File: config.mk
export PLATFORM = sky130hd
export DESIGN_NAME = adc_ctrl
export DESIGN_NICKNAME = d
export VERILOG_FILES = /design/src/adc_ctrl.v
export VERILOG_INCLUDE_DIRS = /design/src
export SDC_FILE = /design/constraint.sdc
export NUM_CORES = 1
export LEC_CHECK = 0
export ABC_AREA = 1
export ABC_CLOCK_PERIOD_IN_PS = 1700
export BUFFER_PORTS_ARGS = -buffer_cell sky130_fd_sc_hd__buf_2
export CORE_MARGIN = 10
export CORE_UTILIZATION = 57
export CTS_CLUSTER_DIAMETER = 80
export DETAILED_ROUTE_END_ITERATION = 16
export GPL_ROUTABILITY_DRIVEN = 0
export GPL_TIMING_DRIVEN = 0
export HOLD_SLACK_MARGIN = 0.12
export PLACE_DENSITY = 0.82
export SLEW_MARGIN = 25
export SYNTH_ARGS = -nofsm -noshare
export SYNTH_HDL_FRONTEND = slang
export SYNTH_HIERARCHICAL = 1
export SYNTH_SLANG_ARGS = --single-unit
File: constraint.sdc
create_clock -name REF_CLK -period 1.7 [get_ports REF_CLK]
set_input_delay 0.085 -clock REF_CLK [delete_from_list [all_inputs] [get_ports REF_CLK]]
set_output_delay 0.085 -clock REF_CLK [all_outputs]
set_load 0.01 [all_outputs]
File: src/adc_ctrl_defs.vh
// constants for the converter conversion control block
`ifndef ADC_CTRL_DEFS_VH
`define ADC_CTRL_DEFS_VH
`define BUS_CLK_HZ 100000000
`define CONV_CLK_MAX_HZ 2000000
// divide so the conversion clock never exceeds its maximum
`define PRESCALE_DIV ((`BUS_CLK_HZ + `CONV_CLK_MAX_HZ - 1) / `CONV_CLK_MAX_HZ)
`define PRESCALE_HALF (`PRESCALE_DIV / 2)
`define SAMPLE_CYCLES 14
`define SAR_BITS 10
`define CHAN_REFH 4'h8
`define CHAN_REFL 4'h9
`define ST_OFF 3'h0
`define ST_IDLE 3'h1
`define ST_SAMPLE 3'h2
`define ST_SAR 3'h3
`define ST_DONE 3'h4
`endif

File: src/adc_ctrl.v
// conversion sequencing, power handling and result register for an eight-channel sar converter
`include "adc_ctrl_defs.vh"

module adc_ctrl (
   input wire REF_CLK,
   input wire ARST_N,
   input wire STOP_MODE,
   input wire POWER_UP_BIT,
   input wire SC_WRITE,
   input wire CTRL_WRITE,
   input wire PE_WRITE,
   input wire [3:0] CHANNEL_SEL,
   input wire CONTINUOUS,
   input wire COMPARE_IN,
   output reg ANALOG_ON,
   output reg CONV_CLK_EN,
   output reg SH_CLK_EN,
   output reg SAMPLING,
   output reg SAR_ACTIVE,
   output reg REF_SELECT,
   output reg [2:0] MUX_SEL,
   output reg [9:0] SAR_TRIAL,
   output reg [9:0] RESULT,
   output reg CONV_DONE
);

   ////////////////////////////////////////////////////////////////////////
   // input synchronisers: stop and compare come from outside the clock domain
   wire stop_s2_r;
   wire cmp_s2_r;

   sync2 u_stop_sync (
      .clk(REF_CLK),
      .arst_n(ARST_N),
      .d_in(STOP_MODE),
      .q_r(stop_s2_r)
   );

   // comparator settles within a few cycles, far inside one tick period
   sync2 u_cmp_sync (
      .clk(REF_CLK),
      .arst_n(ARST_N),
      .d_in(COMPARE_IN),
      .q_r(cmp_s2_r)
   );

   // active only with power-up set and outside stop; the bit itself lives outside
   wire active = POWER_UP_BIT & ~stop_s2_r;

   ////////////////////////////////////////////////////////////////////////
   // prescaler: one tick per conversion clock period, halted when gated
   reg [6:0] pre_cnt_r;
   reg [6:0] pre_cnt_nxt;
   reg tick_r;
   always @* begin
      pre_cnt_nxt = pre_cnt_r + 7'h01;
      if (!active || pre_cnt_r == (`PRESCALE_DIV - 1))
         pre_cnt_nxt = 7'h00;
   end
   always @(posedge REF_CLK or negedge ARST_N) begin
      if (!ARST_N) begin
         pre_cnt_r <= 7'h00;
      end else begin
         pre_cnt_r <= pre_cnt_nxt;
      end
   end

   // held low while gated, so no phase advances in power-down
   always @(posedge REF_CLK or negedge ARST_N) begin
      if (!ARST_N) begin
         tick_r <= 1'b0;
      end else begin
         tick_r <= active && (pre_cnt_r == (`PRESCALE_DIV - 1));
      end
   end

   ////////////////////////////////////////////////////////////////////////
   // mode control, sample-and-hold and sar sequencing
   reg [2:0] state_r, state_nxt;
   reg [3:0] samp_cnt_r, samp_cnt_nxt;
   reg [3:0] bit_r, bit_nxt;
   reg [9:0] sar_r, sar_nxt;
   reg [9:0] result_r, result_nxt;
   reg [3:0] chan_r, chan_nxt;
   reg done_nxt;
   wire is_ref = (CHANNEL_SEL == `CHAN_REFH) || (CHANNEL_SEL == `CHAN_REFL);

   always @* begin
      state_nxt = state_r;
      samp_cnt_nxt = samp_cnt_r;
      bit_nxt = bit_r;
      sar_nxt = sar_r;
      result_nxt = result_r;
      chan_nxt = chan_r;
      done_nxt = 1'b0;
      case (state_r)
         `ST_OFF: begin
            // no conversion resumes by itself on reactivation
            if (active)
               state_nxt = `ST_IDLE;
         end
         `ST_IDLE: begin
            if (SC_WRITE) begin
               chan_nxt = CHANNEL_SEL;
               samp_cnt_nxt = 4'h0;
               bit_nxt = 4'h9;
               sar_nxt = 10'h200;
               // references skip the sample phase
               state_nxt = is_ref ? `ST_SAR : `ST_SAMPLE;
            end
         end
         `ST_SAMPLE: begin
            if (tick_r) begin
               if (samp_cnt_r == (`SAMPLE_CYCLES - 1))
                  state_nxt = `ST_SAR;
               else
                  samp_cnt_nxt = samp_cnt_r + 4'h1;
            end
         end
         `ST_SAR: begin
            if (tick_r) begin
               if (chan_r == `CHAN_REFH)
                  sar_nxt[bit_r] = 1'b1;
               else if (chan_r == `CHAN_REFL)
                  sar_nxt[bit_r] = 1'b0;
               else
                  sar_nxt[bit_r] = cmp_s2_r;
               if (bit_r != 4'h0)
                  sar_nxt[bit_r - 4'h1] = 1'b1;
               if (bit_r == 4'h0)
                  state_nxt = `ST_DONE;
               else
                  bit_nxt = bit_r - 4'h1;
            end
         end
         `ST_DONE: begin
            // sar write port of the result register
            result_nxt = sar_r;
            done_nxt = 1'b1;
            if (CONTINUOUS) begin
               samp_cnt_nxt = 4'h0;
               bit_nxt = 4'h9;
               sar_nxt = 10'h200;
               state_nxt = (chan_r == `CHAN_REFH || chan_r == `CHAN_REFL) ? `ST_SAR : `ST_SAMPLE;
            end else
               state_nxt = `ST_IDLE;
         end
         default: state_nxt = `ST_OFF;
      endcase
      // status-and-control write restarts a running conversion
      if (state_r != `ST_OFF && state_r != `ST_IDLE && SC_WRITE) begin
         chan_nxt = CHANNEL_SEL;
         samp_cnt_nxt = 4'h0;
         bit_nxt = 4'h9;
         sar_nxt = 10'h200;
         done_nxt = 1'b0;
         result_nxt = result_r;
         state_nxt = is_ref ? `ST_SAR : `ST_SAMPLE;
      end else if (state_r != `ST_OFF && (CTRL_WRITE || PE_WRITE)) begin
         state_nxt = `ST_IDLE;
         done_nxt = 1'b0;
         result_nxt = result_r;
      end
      // stop or power-down wins over everything
      if (!active) begin
         state_nxt = `ST_OFF;
         done_nxt = 1'b0;
         result_nxt = result_r;
      end
   end

   always @(posedge REF_CLK or negedge ARST_N) begin
      if (!ARST_N) begin
         state_r <= `ST_OFF;
      end else begin
         state_r <= state_nxt;
      end
   end

   always @(posedge REF_CLK or negedge ARST_N) begin
      if (!ARST_N) begin
         samp_cnt_r <= 4'h0;
      end else begin
         samp_cnt_r <= samp_cnt_nxt;
      end
   end

   always @(posedge REF_CLK or negedge ARST_N) begin
      if (!ARST_N) begin
         bit_r <= 4'h9;
      end else begin
         bit_r <= bit_nxt;
      end
   end

   always @(posedge REF_CLK or negedge ARST_N) begin
      if (!ARST_N) begin
         sar_r <= 10'h000;
      end else begin
         sar_r <= sar_nxt;
      end
   end

   // kept through stop and power-down so software still reads it
   always @(posedge REF_CLK or negedge ARST_N) begin
      if (!ARST_N) begin
         result_r <= 10'h000;
      end else begin
         result_r <= result_nxt;
      end
   end

   always @(posedge REF_CLK or negedge ARST_N) begin
      if (!ARST_N) begin
         chan_r <= 4'h0;
      end else begin
         chan_r <= chan_nxt;
      end
   end

   ////////////////////////////////////////////////////////////////////////
   // registered outputs; result is the independent bus read port
   // built from next-state values so each output lines up with its state
   always @(posedge REF_CLK or negedge ARST_N) begin
      if (!ARST_N) begin
         ANALOG_ON <= 1'b0;
      end else begin
         ANALOG_ON <= (state_nxt != `ST_OFF);
      end
   end

   always @(posedge REF_CLK or negedge ARST_N) begin
      if (!ARST_N) begin
         CONV_CLK_EN <= 1'b0;
      end else begin
         CONV_CLK_EN <= (state_nxt != `ST_OFF);
      end
   end

   // one-hot phase: one held sample only
   always @(posedge REF_CLK or negedge ARST_N) begin
      if (!ARST_N) begin
         SH_CLK_EN <= 1'b0;
      end else begin
         SH_CLK_EN <= (state_nxt == `ST_SAMPLE);
      end
   end

   always @(posedge REF_CLK or negedge ARST_N) begin
      if (!ARST_N) begin
         SAMPLING <= 1'b0;
      end else begin
         SAMPLING <= (state_nxt == `ST_SAMPLE);
      end
   end

   always @(posedge REF_CLK or negedge ARST_N) begin
      if (!ARST_N) begin
         SAR_ACTIVE <= 1'b0;
      end else begin
         SAR_ACTIVE <= (state_nxt == `ST_SAR);
      end
   end

   always @(posedge REF_CLK or negedge ARST_N) begin
      if (!ARST_N) begin
         REF_SELECT <= 1'b0;
      end else begin
         REF_SELECT <= (chan_nxt == `CHAN_REFH) || (chan_nxt == `CHAN_REFL);
      end
   end

   always @(posedge REF_CLK or negedge ARST_N) begin
      if (!ARST_N) begin
         MUX_SEL <= 3'h0;
      end else begin
         MUX_SEL <= chan_nxt[2:0];
      end
   end

   always @(posedge REF_CLK or negedge ARST_N) begin
      if (!ARST_N) begin
         SAR_TRIAL <= 10'h000;
      end else begin
         SAR_TRIAL <= sar_nxt;
      end
   end

   always @(posedge REF_CLK or negedge ARST_N) begin
      if (!ARST_N) begin
         RESULT <= 10'h000;
      end else begin
         RESULT <= result_nxt;
      end
   end

   always @(posedge REF_CLK or negedge ARST_N) begin
      if (!ARST_N) begin
         CONV_DONE <= 1'b0;
      end else begin
         CONV_DONE <= done_nxt;
      end
   end

endmodule // adc_ctrl

////////////////////////////////////////////////////////////////////////
// two-stage synchroniser for an input asynchronous to the clock
module sync2 (
   input wire clk,
   input wire arst_n,
   input wire d_in,
   output reg q_r
);

   reg meta_r;

   // only the second stage is read outside, so metastability stays here
   always @(posedge clk or negedge arst_n) begin
      if (!arst_n) begin
         meta_r <= 1'b0;
         q_r <= 1'b0;
      end else begin
         meta_r <= d_in;
         q_r <= meta_r;
      end
   end

endmodule // sync2

== Word level (Yosys, flattened, before mapping) ==
Index checks and enable logic that the tools add are counted.

* Bits of input ports: 13
* Register bits: 55
* Word-level logic and storage cells: 124
* Output and inout bits: 30

* Reductions and logical operators: 23
* Eq/ne operators: 21
* $lt $le $gt $ge: 4
* Bitwise gates (word level): 8
* Add/subtract/negate cells: 3
* Multiplexer cells: 47

{| class="wikitable"
|+ Operator list
! operator !! count
|-
| two-way mux 10 bit || 9
|-
| two-way mux 4 bit || 13
|-
| one-hot mux 10 bit (3 select lines) || 1
|-
| == test 4 bit, second input constant || 7
|-
| two-way mux 3 bit || 8
|-
| one-hot mux 4 bit (3 select lines) || 2
|-
| bitwise OR 10 bit || 2
|-
| != test 3 bit, second input constant || 6
|-
| one-hot mux 3 bit (5 select lines) || 1
|-
| == test 3 x 2 -> 1 bit, second input constant || 4
|-
| nonzero test 4 bit || 3
|-
| bitwise AND 10 bit || 1
|-
| bitwise mux 10 bit || 1
|-
| < comparator 4 x 5 -> 1 bit, second input constant || 2
|-
| inverter 10 bit || 1
|-
| AND reduction 5 bit || 2
|-
| demux 1 bit (select 4 bit) || 2
|-
| >= comparator 4 x 1 -> 1 bit, second input constant || 2
|-
| two-way mux 1 bit || 8
|-
| AND reduction 4 bit || 2
|-
| adder 7 x 1 -> 7 bit, second input constant || 1
|-
| == test 7 x 6 -> 1 bit, second input constant || 1
|-
| two-way mux 7 bit || 1
|-
| logical AND 1 bit || 6
|-
| other kinds (13) || 20
|}

== Longest topological paths before layout ==
Gate-level depths: netlist of the first run.

* Depth in word-level cells: 15
* Gate-level depth with buffers: 11
* Depth with buffers taken out: 11

== Hierarchy ==
The synthesis of the first run kept the hierarchy.

{| class="wikitable"
|+ By module, submodules not included
! module !! instances !! cells each !! sequential area each (sq um) !! area an instance (sq um)
|-
| adc_ctrl || 1 || 361 || 1203.7 || 2776.4
|-
| sync2 || 2 || 2 || 50.0 || 50.0
|}

== Least setup slack after synthesis of the first run ==
Ideal clock, no wire load.

* Path type: register -> register
* Start: register bit_r[0]
* End: register SAR_TRIAL[4]
* Data arrival time: 1.422 ns
* Setup time: 0.116 ns
* Data required time: 1.584 ns
* Setup slack: 0.162 ns
* Path buffers: 0
* Clock period less this slack: 1.538 ns
* Stages on the path, launching flop included: 11
* Cell sequence: dfstp_2 -> inv_1 -> ha_1 -> inv_1 -> nand2_1 -> nand2_1 -> inv_1 -> nand4_1 -> nand2_1 -> nand2_1 -> nand2_1

* Longest elaborated chain between the ends: 15
* Elaborated cells on any way between the ends: 25
* Those cells by class: 1 x add/sub; 4 x order compare; 13 x mux; 4 x bitwise; 3 x reduce/logical

{| class="wikitable"
|+ RTL lines
! item !! RTL line !! source
|-
| start, declared || adc_ctrl.v:81 || <nowiki>reg [3:0] bit_r, bit_nxt;</nowiki>
|-
| start signal, assigned || adc_ctrl.v:192 || <nowiki>bit_r <= bit_nxt;</nowiki>
|-
| < comparator 4 x 5 -> 1 bit (implied by the code) or >= comparator 4 x 1 -> 1 bit (tied branches) || adc_ctrl.v:123, adc_ctrl.v:125, adc_ctrl.v:127 ||
|-
| logical AND 1 bit (implied by the code) || adc_ctrl.v:123, adc_ctrl.v:125, adc_ctrl.v:127 ||
|-
| two-way mux 1 bit (implied by the code) || adc_ctrl.v:123, adc_ctrl.v:125, adc_ctrl.v:127 ||
|-
| demux 1 bit (select 4 bit) || adc_ctrl.v:123, adc_ctrl.v:125, adc_ctrl.v:127 ||
|-
| inverter 10 bit (no line) || - ||
|-
| bitwise AND 10 bit (no line) || - ||
|-
| two-way mux 10 bit || adc_ctrl.v:124 || <nowiki>else if (chan_r == `CHAN_REFL)</nowiki>
|-
| two-way mux 10 bit || adc_ctrl.v:122 || <nowiki>if (chan_r == `CHAN_REFH)</nowiki>
|-
| two-way mux 10 bit || adc_ctrl.v:121 || <nowiki>if (tick_r) begin</nowiki>
|-
| two-way mux 10 bit || adc_ctrl.v:96 || <nowiki>case (state_r)</nowiki>
|-
| bitwise OR 10 bit (no line) || - ||
|-
| two-way mux 10 bit (*) || adc_ctrl.v:128 || <nowiki>if (bit_r != 4'h0)</nowiki>
|-
| two-way mux 10 bit (*) || adc_ctrl.v:121 ||
|-
| one-hot mux 10 bit (3 select lines) (*) || adc_ctrl.v:96 ||
|-
| two-way mux 10 bit (*) || adc_ctrl.v:151 || <nowiki>if (state_r != `ST_OFF && state_r != `ST_IDLE && SC_WRITE) begin</nowiki>
|-
| end signal, assigned || adc_ctrl.v:285 || <nowiki>SAR_TRIAL <= sar_nxt;</nowiki>
|-
| end, declared || adc_ctrl.v:22 || <nowiki>output reg [9:0] SAR_TRIAL,</nowiki>
|}

Mark *: on every way between the ends. The rest lies on a longest branch, timed or not. The select of a mux whose other input is x is not followed.
A chain may end at the register's enable or synchronous reset.

== Final worst setup path of the first run ==
* Start: register state_r[2]
* End: register SAR_TRIAL[0]

* Longest elaborated chain between the ends: 5
* Elaborated cells on any way between the ends: 14
* Those cells by class: 7 x eq/ne; 2 x mux; 5 x reduce/logical

{| class="wikitable"
|+ RTL lines
! item !! RTL line !! source
|-
| start, declared || adc_ctrl.v:79 || <nowiki>reg [2:0] state_r, state_nxt;</nowiki>
|-
| start signal, assigned || adc_ctrl.v:174 || <nowiki>state_r <= `ST_OFF;</nowiki>
|-
| start signal, assigned || adc_ctrl.v:176 || <nowiki>state_r <= state_nxt;</nowiki>
|-
| != test 3 x 1 -> 1 bit (no line) or nonzero test 3 bit (tied branches) || - ||
|-
| logical AND 1 bit (no line) || - ||
|-
| logical AND 1 bit || adc_ctrl.v:151 ||
|-
| != test 3 bit (no line) or nonzero test 4 bit (tied branches) || - ||
|-
| AND reduction 4 bit (no line) || - ||
|}

Several ways; a longest one is shown, not always the timed one.

==> impl_metrics.ini, run 1 <==
[outcome]
status = finished clean

[sta]
fmax_ghz = 0.619
slew_violations = 0
setup_viol = 0
hold_viol = 0
whs_ps = 199
worstMarginPinSlew_ps = 635
post-route-min-period_ps = 1620
fin_crit_sh = 0.950
finalWorstSetupSlack_ps = 84.7
maxSlewHeadroom = 0.576
finClkSkew_ps = 6.95

[detailed_routing]
drcViolationCount = 0
highest_layer = met4
routed-wl-met2_um = 3120
dr.pass1.iters = 6
vias = 2499
drt-initial-drc-count = 188
wl_per_cell_um = 13.0
totalWireLength_um = 6420
via_per_inst = 5.06
wl_met3_um = 504
drtAntennaViolNets = 0
wl_met1_um = 2700

[clocking]
cts_max_level = 2
clock_sinks = 52
clkTransAtPathRegs_ps = 90
clk_latency_ps = 300
clk_path_buf_depth = 2
clockRootBuffer = clkbuf_8
cts_inserted_buffers = 5
cts_tree = done

[critical_path]
cp-start-kind = flop
critPathKind = flop to flop
critPathRequiredTime_ps = 1940
crit_fanout = 10
rr_startpoint = state_r[2]
r2r_end = SAR_TRIAL[0]
reg2reg_slack_ps = 80
cp.arrival_ps = 1850
ff2ff_path_depth = 10
crit_path_end_kind = flop

[placed_design]
io_buffers = 42
pre_cts_ws_ps = -31.6
placed_cell_area_um2 = 3170
dp_cells = 474
hpwl_um = 4460

[grt]
grt_pass1_vias = 2349
track_usage = 0.146
grt_max_degree = 53
overflow = 0
grt_pass1_wl_um = 10500
antenna_found_initial = 0

[power_and_ir_drop]
peakVddDrop_mv = 0.491
leakage_nw = 1.88
power_density_nw_per_um2 = 782

[synth]
synth_fp_nets = 387
synth_cells = 365
yosysSeqAreaShare = 0.453
synth_ff_type = dfrtp_1
syn_area_um2 = 2880
syn_area_per_cell_um2 = 7.88
synthTopCellsByArea = dfrtp_1, nand2_1, inv_1, nand3_1, ha_1
synth_top_area_share = 0.435
synth_edf_count = 0
synth_top_cell_by_area = dfrtp_1
synth-seq-cells = 52
yosys_warnings = 6
ys_types = 34
async_flop_share = 1.00

[final_layout]
fin_area_um2 = 3450
final_common_cell = nand2_1
instances_no_fill = 494
diodes = 0
drive_gt1_frac = 0.251
utilization = 0.717
final_cell_mix = nand2_1, dfrtp_1, inv_1, buf_2, nand3_1
fin_nets = 448
synthToLayoutAreaGrowth_pct = 20.1

[die]
num_rows = 25
die_h_um = 91.0
pin_count = 43
fp.dieW_um = 91.0
coreArea_um2 = 4820
die_area_um2 = 8290
start_util = 0.597

[hold_path]
hold_path_class = input pin to flop
holdPathStages = 5
min_from = POWER_UP_BIT
min_to = tick_r

[run]
max-cap-violations = 0
[per-stage QoR]
stage / setup TNS [ps] / total power [mW]
final: 0 / 2.70
after global routing: -69.3 / 2.86
after CTS: 0 / 2.67
after detailed placement: -38.1 / 1.93
after global placement: 0 / 1.91
after floorplan: 0 / 1.76
[metal layers]
layer / GRT usage / up-vias
li1: - / 1268
met1: 0.172 / 1123
met2: 0.248 / 99
met3: 0.0395 / 9
met4: 0.0535 / 0
met5: 0 / -
[synth_stat cells, types with 3 or more instances]
cell / number
nand2_1: 117
dfrtp_1: 50
inv_1: 44
nand3_1: 30
nor2_1: 30
o21ai_0: 15
ha_1: 9
nand4_1: 7
a21oi_1: 6
nor2_4: 6
o21ai_2: 6
buf_4: 5
inv_2: 5
nand2_2: 4
nor2_2: 4
buf_6: 3
[layout make-up]
type	count	area, µm²
multi-input combinational	256	1370
buffer	9	80.1
sequential	52	1310
clock buffer	7	86.3
fill	388	1360
tap	67	83.8
inverter	49	184
timing repair buffer	53	343
clock inverter	1	7.51
[state kept, by name, indices dropped and copies added (netlist names)]
name	cells
u_cmp_sync/meta_r	1
samp_cnt_r	4
tick_r	1
u_stop_sync/meta_r	1
CONV_CLK_EN	1
state_r	3
pre_cnt_r	7
MUX_SEL	2
chan_r	2
REF_SELECT	1
SAR_ACTIVE	1
SAMPLING	1
bit_r	4
u_stop_sync/q_r	1
SAR_TRIAL	10
RESULT	10
CONV_DONE	1
u_cmp_sync/q_r	1
[power breakdown]
part | switching, mW | internal, mW
clock network | 0.405 | 0.332
registers | 0.0530 | 1.31
logic | 0.385 | 0.218
[cell families after synthesis]
logic type / after synthesis / share of synthesized area
multiplexers: 1 / 0.00348
AO/OA/AOI/OAI: 35 / 0.0774
buffers and inverters: 58 / 0.0905
adder cells (fa/ha/maj): 9 / 0.0391
AND/OR/NAND/NOR: 209 / 0.333
XOR/XNOR: 1 / 0.00305
flip-flops: 52 / 0.453
[worst max-delay path, cell delays in order (launching register included)]
cell	delay, ps
dfrtp_2	470
inv_2	160
nand3_2	170
nor2_4	180
nand2_2	90
inv_2	70
nor2_4	40
nand2_4	70
buf_6	140
nor2_2	40
a21oi_2	100
[worst max-delay path by stage]
stage,startpoint,cells after the start,slack (ps),endpoint
after floorplan,bit_r[0],10,160,SAR_TRIAL[4]
after global placement,bit_r[0],10,10,SAR_TRIAL[5]
after detailed placement,bit_r[0],10,-30,SAR_TRIAL[5]
after CTS,state_r[1],8,9,RESULT[7]
after global routing,state_r[1],9,-20,RESULT[2]
final,state_r[2],10,80,SAR_TRIAL[0]
[timing repair]
item | CTS | global route
gates cloned | 0 | 2
hold endpoints to repair | 56 | 0
endpoints found under the setup margin | 4 | 30
resized for setup | 1 | 14
buffers inserted | 0 | 3
hold buffers | 7 | 0
pin swaps | 0 | 4
Power figures use the tool's default switching activity.
==> run 2, diff against run 1 <==
Settings changed: CELL_PAD_IN_SITES_DETAIL_PLACEMENT from default to 0, CELL_PAD_IN_SITES_GLOBAL_PLACEMENT from default to 1, CORE_UTILIZATION 57 to 42.
==> impl_metrics.ini, run 2 (synthesis results as in run 1) <==
[sta]
post-route-min-period_ps = 1620
fmax_ghz = 0.616
fin_crit_sh = 0.955
slew_violations = 0
finClkSkew_ps = 2.92
hold_viol = 0
setup_viol = 0
worstMarginPinSlew_ps = 659
setup-tns-final_ps = 0
finalWorstSetupSlack_ps = 76.6
maxSlewHeadroom = 0.560

[die]
num_rows = 30
pin_count = 43
start_util = 0.428
die_h_um = 103
coreArea_um2 = 6720
fp.dieW_um = 103
die_area_um2 = 10600

[hold_path]
min_to = tick_r
hold_path_class = input pin to flop
min_from = POWER_UP_BIT
holdPathStages = 5

[critical_path]
cp.arrival_ps = 1830
crit_fanout = 9
critPathRequiredTime_ps = 1910
rr_startpoint = state_r[1]
reg2reg_slack_ps = 80
cp-start-kind = flop
ff2ff_path_depth = 9
r2r_end = RESULT[0]
crit_path_end_kind = flop
critPathKind = flop to flop

[power_and_ir_drop]
power_frac_comb = 0.220
p_int_mw = 1.86
clkPwrFrac = 0.280
peakVddDrop_mv = 0.350
power.switching_uw = 853
leakage_nw = 1.89
power_density_nw_per_um2 = 786
switching_share = 0.314
pwr-share-seq = 0.500

[detailed_routing]
vias = 2388
totalWireLength_um = 6310
routed-wl-met2_um = 2950
drtAntennaViolNets = 0
dr.pass1.iters = 4
highest_layer = met4
wl_met1_um = 2910
via_per_inst = 4.71
drt-initial-drc-count = 65
drcViolationCount = 0
wl_met3_um = 354
wl_per_cell_um = 12.4

[final_layout]
final_common_cell = nand2_1
fin_area_um2 = 3460
fin_nets = 448
diodes = 0
top_regs = RESULT x10, SAR_TRIAL x10, pre_cnt_r x7
synthToLayoutAreaGrowth_pct = 20.2
fillers = 659
final_cell_mix = nand2_1, dfrtp_1, inv_1, buf_2, nand3_1
utilization = 0.515
drive_gt1_frac = 0.258

[run]
max-cap-violations = 0

[clocking]
clkTransAtPathRegs_ps = 90
clock_sinks = 52
clk_path_buf_depth = 2
cts_max_level = 2
clk_latency_ps = 310
cts_inserted_buffers = 5
clockRootBuffer = clkbuf_8
cts_tree = done

[placed_design]
io_buffers = 42
placed_cell_area_um2 = 3190
pre_cts_ws_ps = -18.6
hpwl_um = 4710

[grt]
grt_max_degree = 53
grt_pass1_vias = 2377
track_usage = 0.126
grt_pass1_wl_um = 10800
overflow = 0
antenna_found_initial = 0

[outcome]
status = finished clean
run 2: cell type report:
| cell class | count | area [µm²] | area share |
|---|---|---|---|
| Buffer | 9 | 80.1 | 0.0232 |
| Clock buffer | 6 | 82.6 | 0.0239 |
| Clock inverter | 2 | 13.8 | 0.00398 |
| Inverter | 49 | 184 | 0.0532 |
| Multi-Input combinational cell | 255 | 1360 | 0.392 |
| Sequential cell | 52 | 1310 | 0.377 |
| Tap cell | 80 | 100 | 0.0289 |
| Timing Repair Buffer | 54 | 338 | 0.0977 |
run 2: worst max-delay path by stage:
stage,start,end,slack [ps],depth (start not counted)
global placement,bit_r[0],SAR_TRIAL[6],-10,10
CTS,bit_r[2],SAR_TRIAL[0],10,9
global route,state_r[1],RESULT[2],-0.7,9
detailed placement,state_r[1],RESULT[1],-20,8
finish,state_r[1],RESULT[0],80,9
floorplan,bit_r[0],SAR_TRIAL[4],160,10
run 2: power groups by stage:
| stage | clock [mW] | sequential [mW] | combinational, mW |
|---|---|---|---|
| after global routing | 0.858 | 1.37 | 0.675 |
| after global placement | 0 | 1.38 | 0.550 |
| final | 0.760 | 1.36 | 0.597 |
| after detailed placement | 0 | 1.38 | 0.553 |
| after CTS | 0.793 | 1.36 | 0.570 |
| after floorplan | 0 | 1.38 | 0.372 |
run 2: repair_timing:
item	4_1_cts	5_1_grt
hold buffers	7	0
endpoints found under the hold margin	57	0
pin swaps	1	1
cloned	0	1
setup buffers	2	2
gates resized for setup	1	16
endpoints found under the setup margin	9	26
run 2: critical path, stage by stage, from the launching register on:
cell and delay, ps:
dfrtp_1 380, buf_6 140, nor2_4 120, nand2_2 80
o21a_1 150, nor2_2 150, nand3_4 190, buf_4 200
nand2_1 60, o21ai_2 50
run 2: per-stage QoR:
stage | hold slack (ps) | total power, mW | std cells
after global routing | 231 | 2.90 | 507
final | 200 | 2.72 | 507
after CTS | 196 | 2.72 | 504
after detailed placement | 167 | 1.93 | 487
after global placement | 194 | 1.93 | 487
after floorplan | -211 | 1.76 | 365
run 2: metal layers:
layer / vias to the layer above / track usage
met5: - / 0
li1: 1262 / -
met1: 1068 / 0.155
met3: 10 / 0.0362
met4: 0 / 0.0342
met2: 48 / 0.211
==> run 3, diff against run 2 <==
Settings changed: CORE_ASPECT_RATIO from default to 1.5.
==> impl_metrics.ini, run 3 (synthesis results as in run 1) <==
[outcome]
status = finished clean

[clocking]
cts_tree = done
clock_sinks = 52
cts_max_level = 2
cts_inserted_buffers = 5
clockRootBuffer = clkbuf_8
clk_path_buf_depth = 2
clkTransAtPathRegs_ps = 90
clk_latency_ps = 310

[detailed_routing]
vias = 2420
wl_per_cell_um = 12.5
totalWireLength_um = 6250
drt-initial-drc-count = 70
drcViolationCount = 0
via_per_inst = 4.85
drtAntennaViolNets = 0
dr.pass1.iters = 4

[grt]
track_usage = 0.122
grt_pass1_wl_um = 10700
antenna_found_initial = 0
grt_pass1_vias = 2418
grt_max_degree = 53
overflow = 0

[final_layout]
drive_gt1_frac = 0.239
fin_nets = 444
diodes = 0
final_common_cell = nand2_1
synthToLayoutAreaGrowth_pct = 18.6
final_cell_mix = nand2_1, dfrtp_1, buf_2
fillers = 679
top_regs = RESULT x10, SAR_TRIAL x10, pre_cnt_r x7
fin_area_um2 = 3410

[placed_design]
placed_cell_area_um2 = 3180
io_buffers = 42
hpwl_um = 4850

[sta]
worstMarginPinSlew_ps = 634
fin_crit_sh = 0.944
finClkSkew_ps = 6.99
post-route-min-period_ps = 1610
hold_viol = 0
fmax_ghz = 0.623
rsz0062_at_grt = no
slew_violations = 0
setup_viol = 0
maxSlewHeadroom = 0.577

[die]
coreArea_um2 = 6580
fp.dieW_um = 87.6
start_util = 0.437
pin_count = 43
num_rows = 36
die_h_um = 121
die_area_um2 = 10600

[critical_path]
crit_fanout = 6
critPathKind = flop to flop
critPathRequiredTime_ps = 1940
crit_path_end_kind = flop
cp.arrival_ps = 1840
cp-start-kind = flop

[power_and_ir_drop]
power_mw = 2.81
leakage_nw = 1.86
power_density_nw_per_um2 = 823
peakVddDrop_mv = 0.407

[run]
max-cap-violations = 0

[hold_path]
hold_path_class = input pin to flop
-- run 3: what timing repair did --
item,in CTS,in global routing
setup buffers,1,0
resized for setup,3,9
pin swaps,1,1
endpoints found under the hold margin,57,0
endpoints found under the setup margin,11,22
cloned,0,0
hold buffers,7,0
-- run 3: worst paths after layout --
path,from,endpoint,slack [ps],depth (start not counted)
setup reg to reg,bit_r[0],SAR_TRIAL[0],90,9
max in group asynchronous,ARST_N,samp_cnt_r[3],940,2
setup / recovery,bit_r[0],SAR_TRIAL[0],90,9
min in group asynchronous,ARST_N,RESULT[2],340,2
hold / removal,POWER_UP_BIT,tick_r,180,5
hold reg to reg,u_stop_sync/meta_r,u_stop_sync/q_r,360,0
-- run 3: per-layer routing --
metal  global-route usage  wire [µm]  up-vias
met5                    0          0        -
met4               0.0440        109        0
met3               0.0316        339       10
met2                0.226       3310       39
met1                0.126       2490     1117
li1                     -          -     1254
-- run 3: area by class of cell --
cell class                 count  area [µm²]  area share
sequential                    52        1300       0.382
multi-input combinational    255        1350       0.396
clock inverter                 2        38.8      0.0114
timing repair buffer          50         290      0.0851
inverter                      49         184      0.0539
tap                           76        95.1      0.0279
buffer                         9        76.3      0.0224
clock buffer                   6        72.6      0.0213
-- run 3: worst max-delay path, cell delays in order (launching register included) --
cell and delay [ps]:
dfstp_2 570, inv_2 90, ha_4 180, inv_1 80, nand2_1 60, nand2_2 130, nand4_1 160, nand2_1 90
nand2_1 70, a21oi_2 110
-- run 3: per-stage QoR --
stage	instances	setup TNS, ps	hold WS, ps	util	setup WS, ps
3_5_place_dp	483	-142	159	0.484	-28.0
3_3_place_gp	483	-39.1	193	0.484	-13.8
2_1_floorplan	365	0	-211	-	162
4_1_cts	499	0	174	0.514	45.4
6_report	499	0	184	0.519	95.0
5_1_grt	499	0	251	0.519	2.90
-- run 3: report_power, final --
group	switching, mW	total (mW)	internal, mW
combinational	0.377	0.589	0.213
sequential	0.0518	1.36	1.31
clock	0.412	0.857	0.445
total	0.841	2.81	1.97
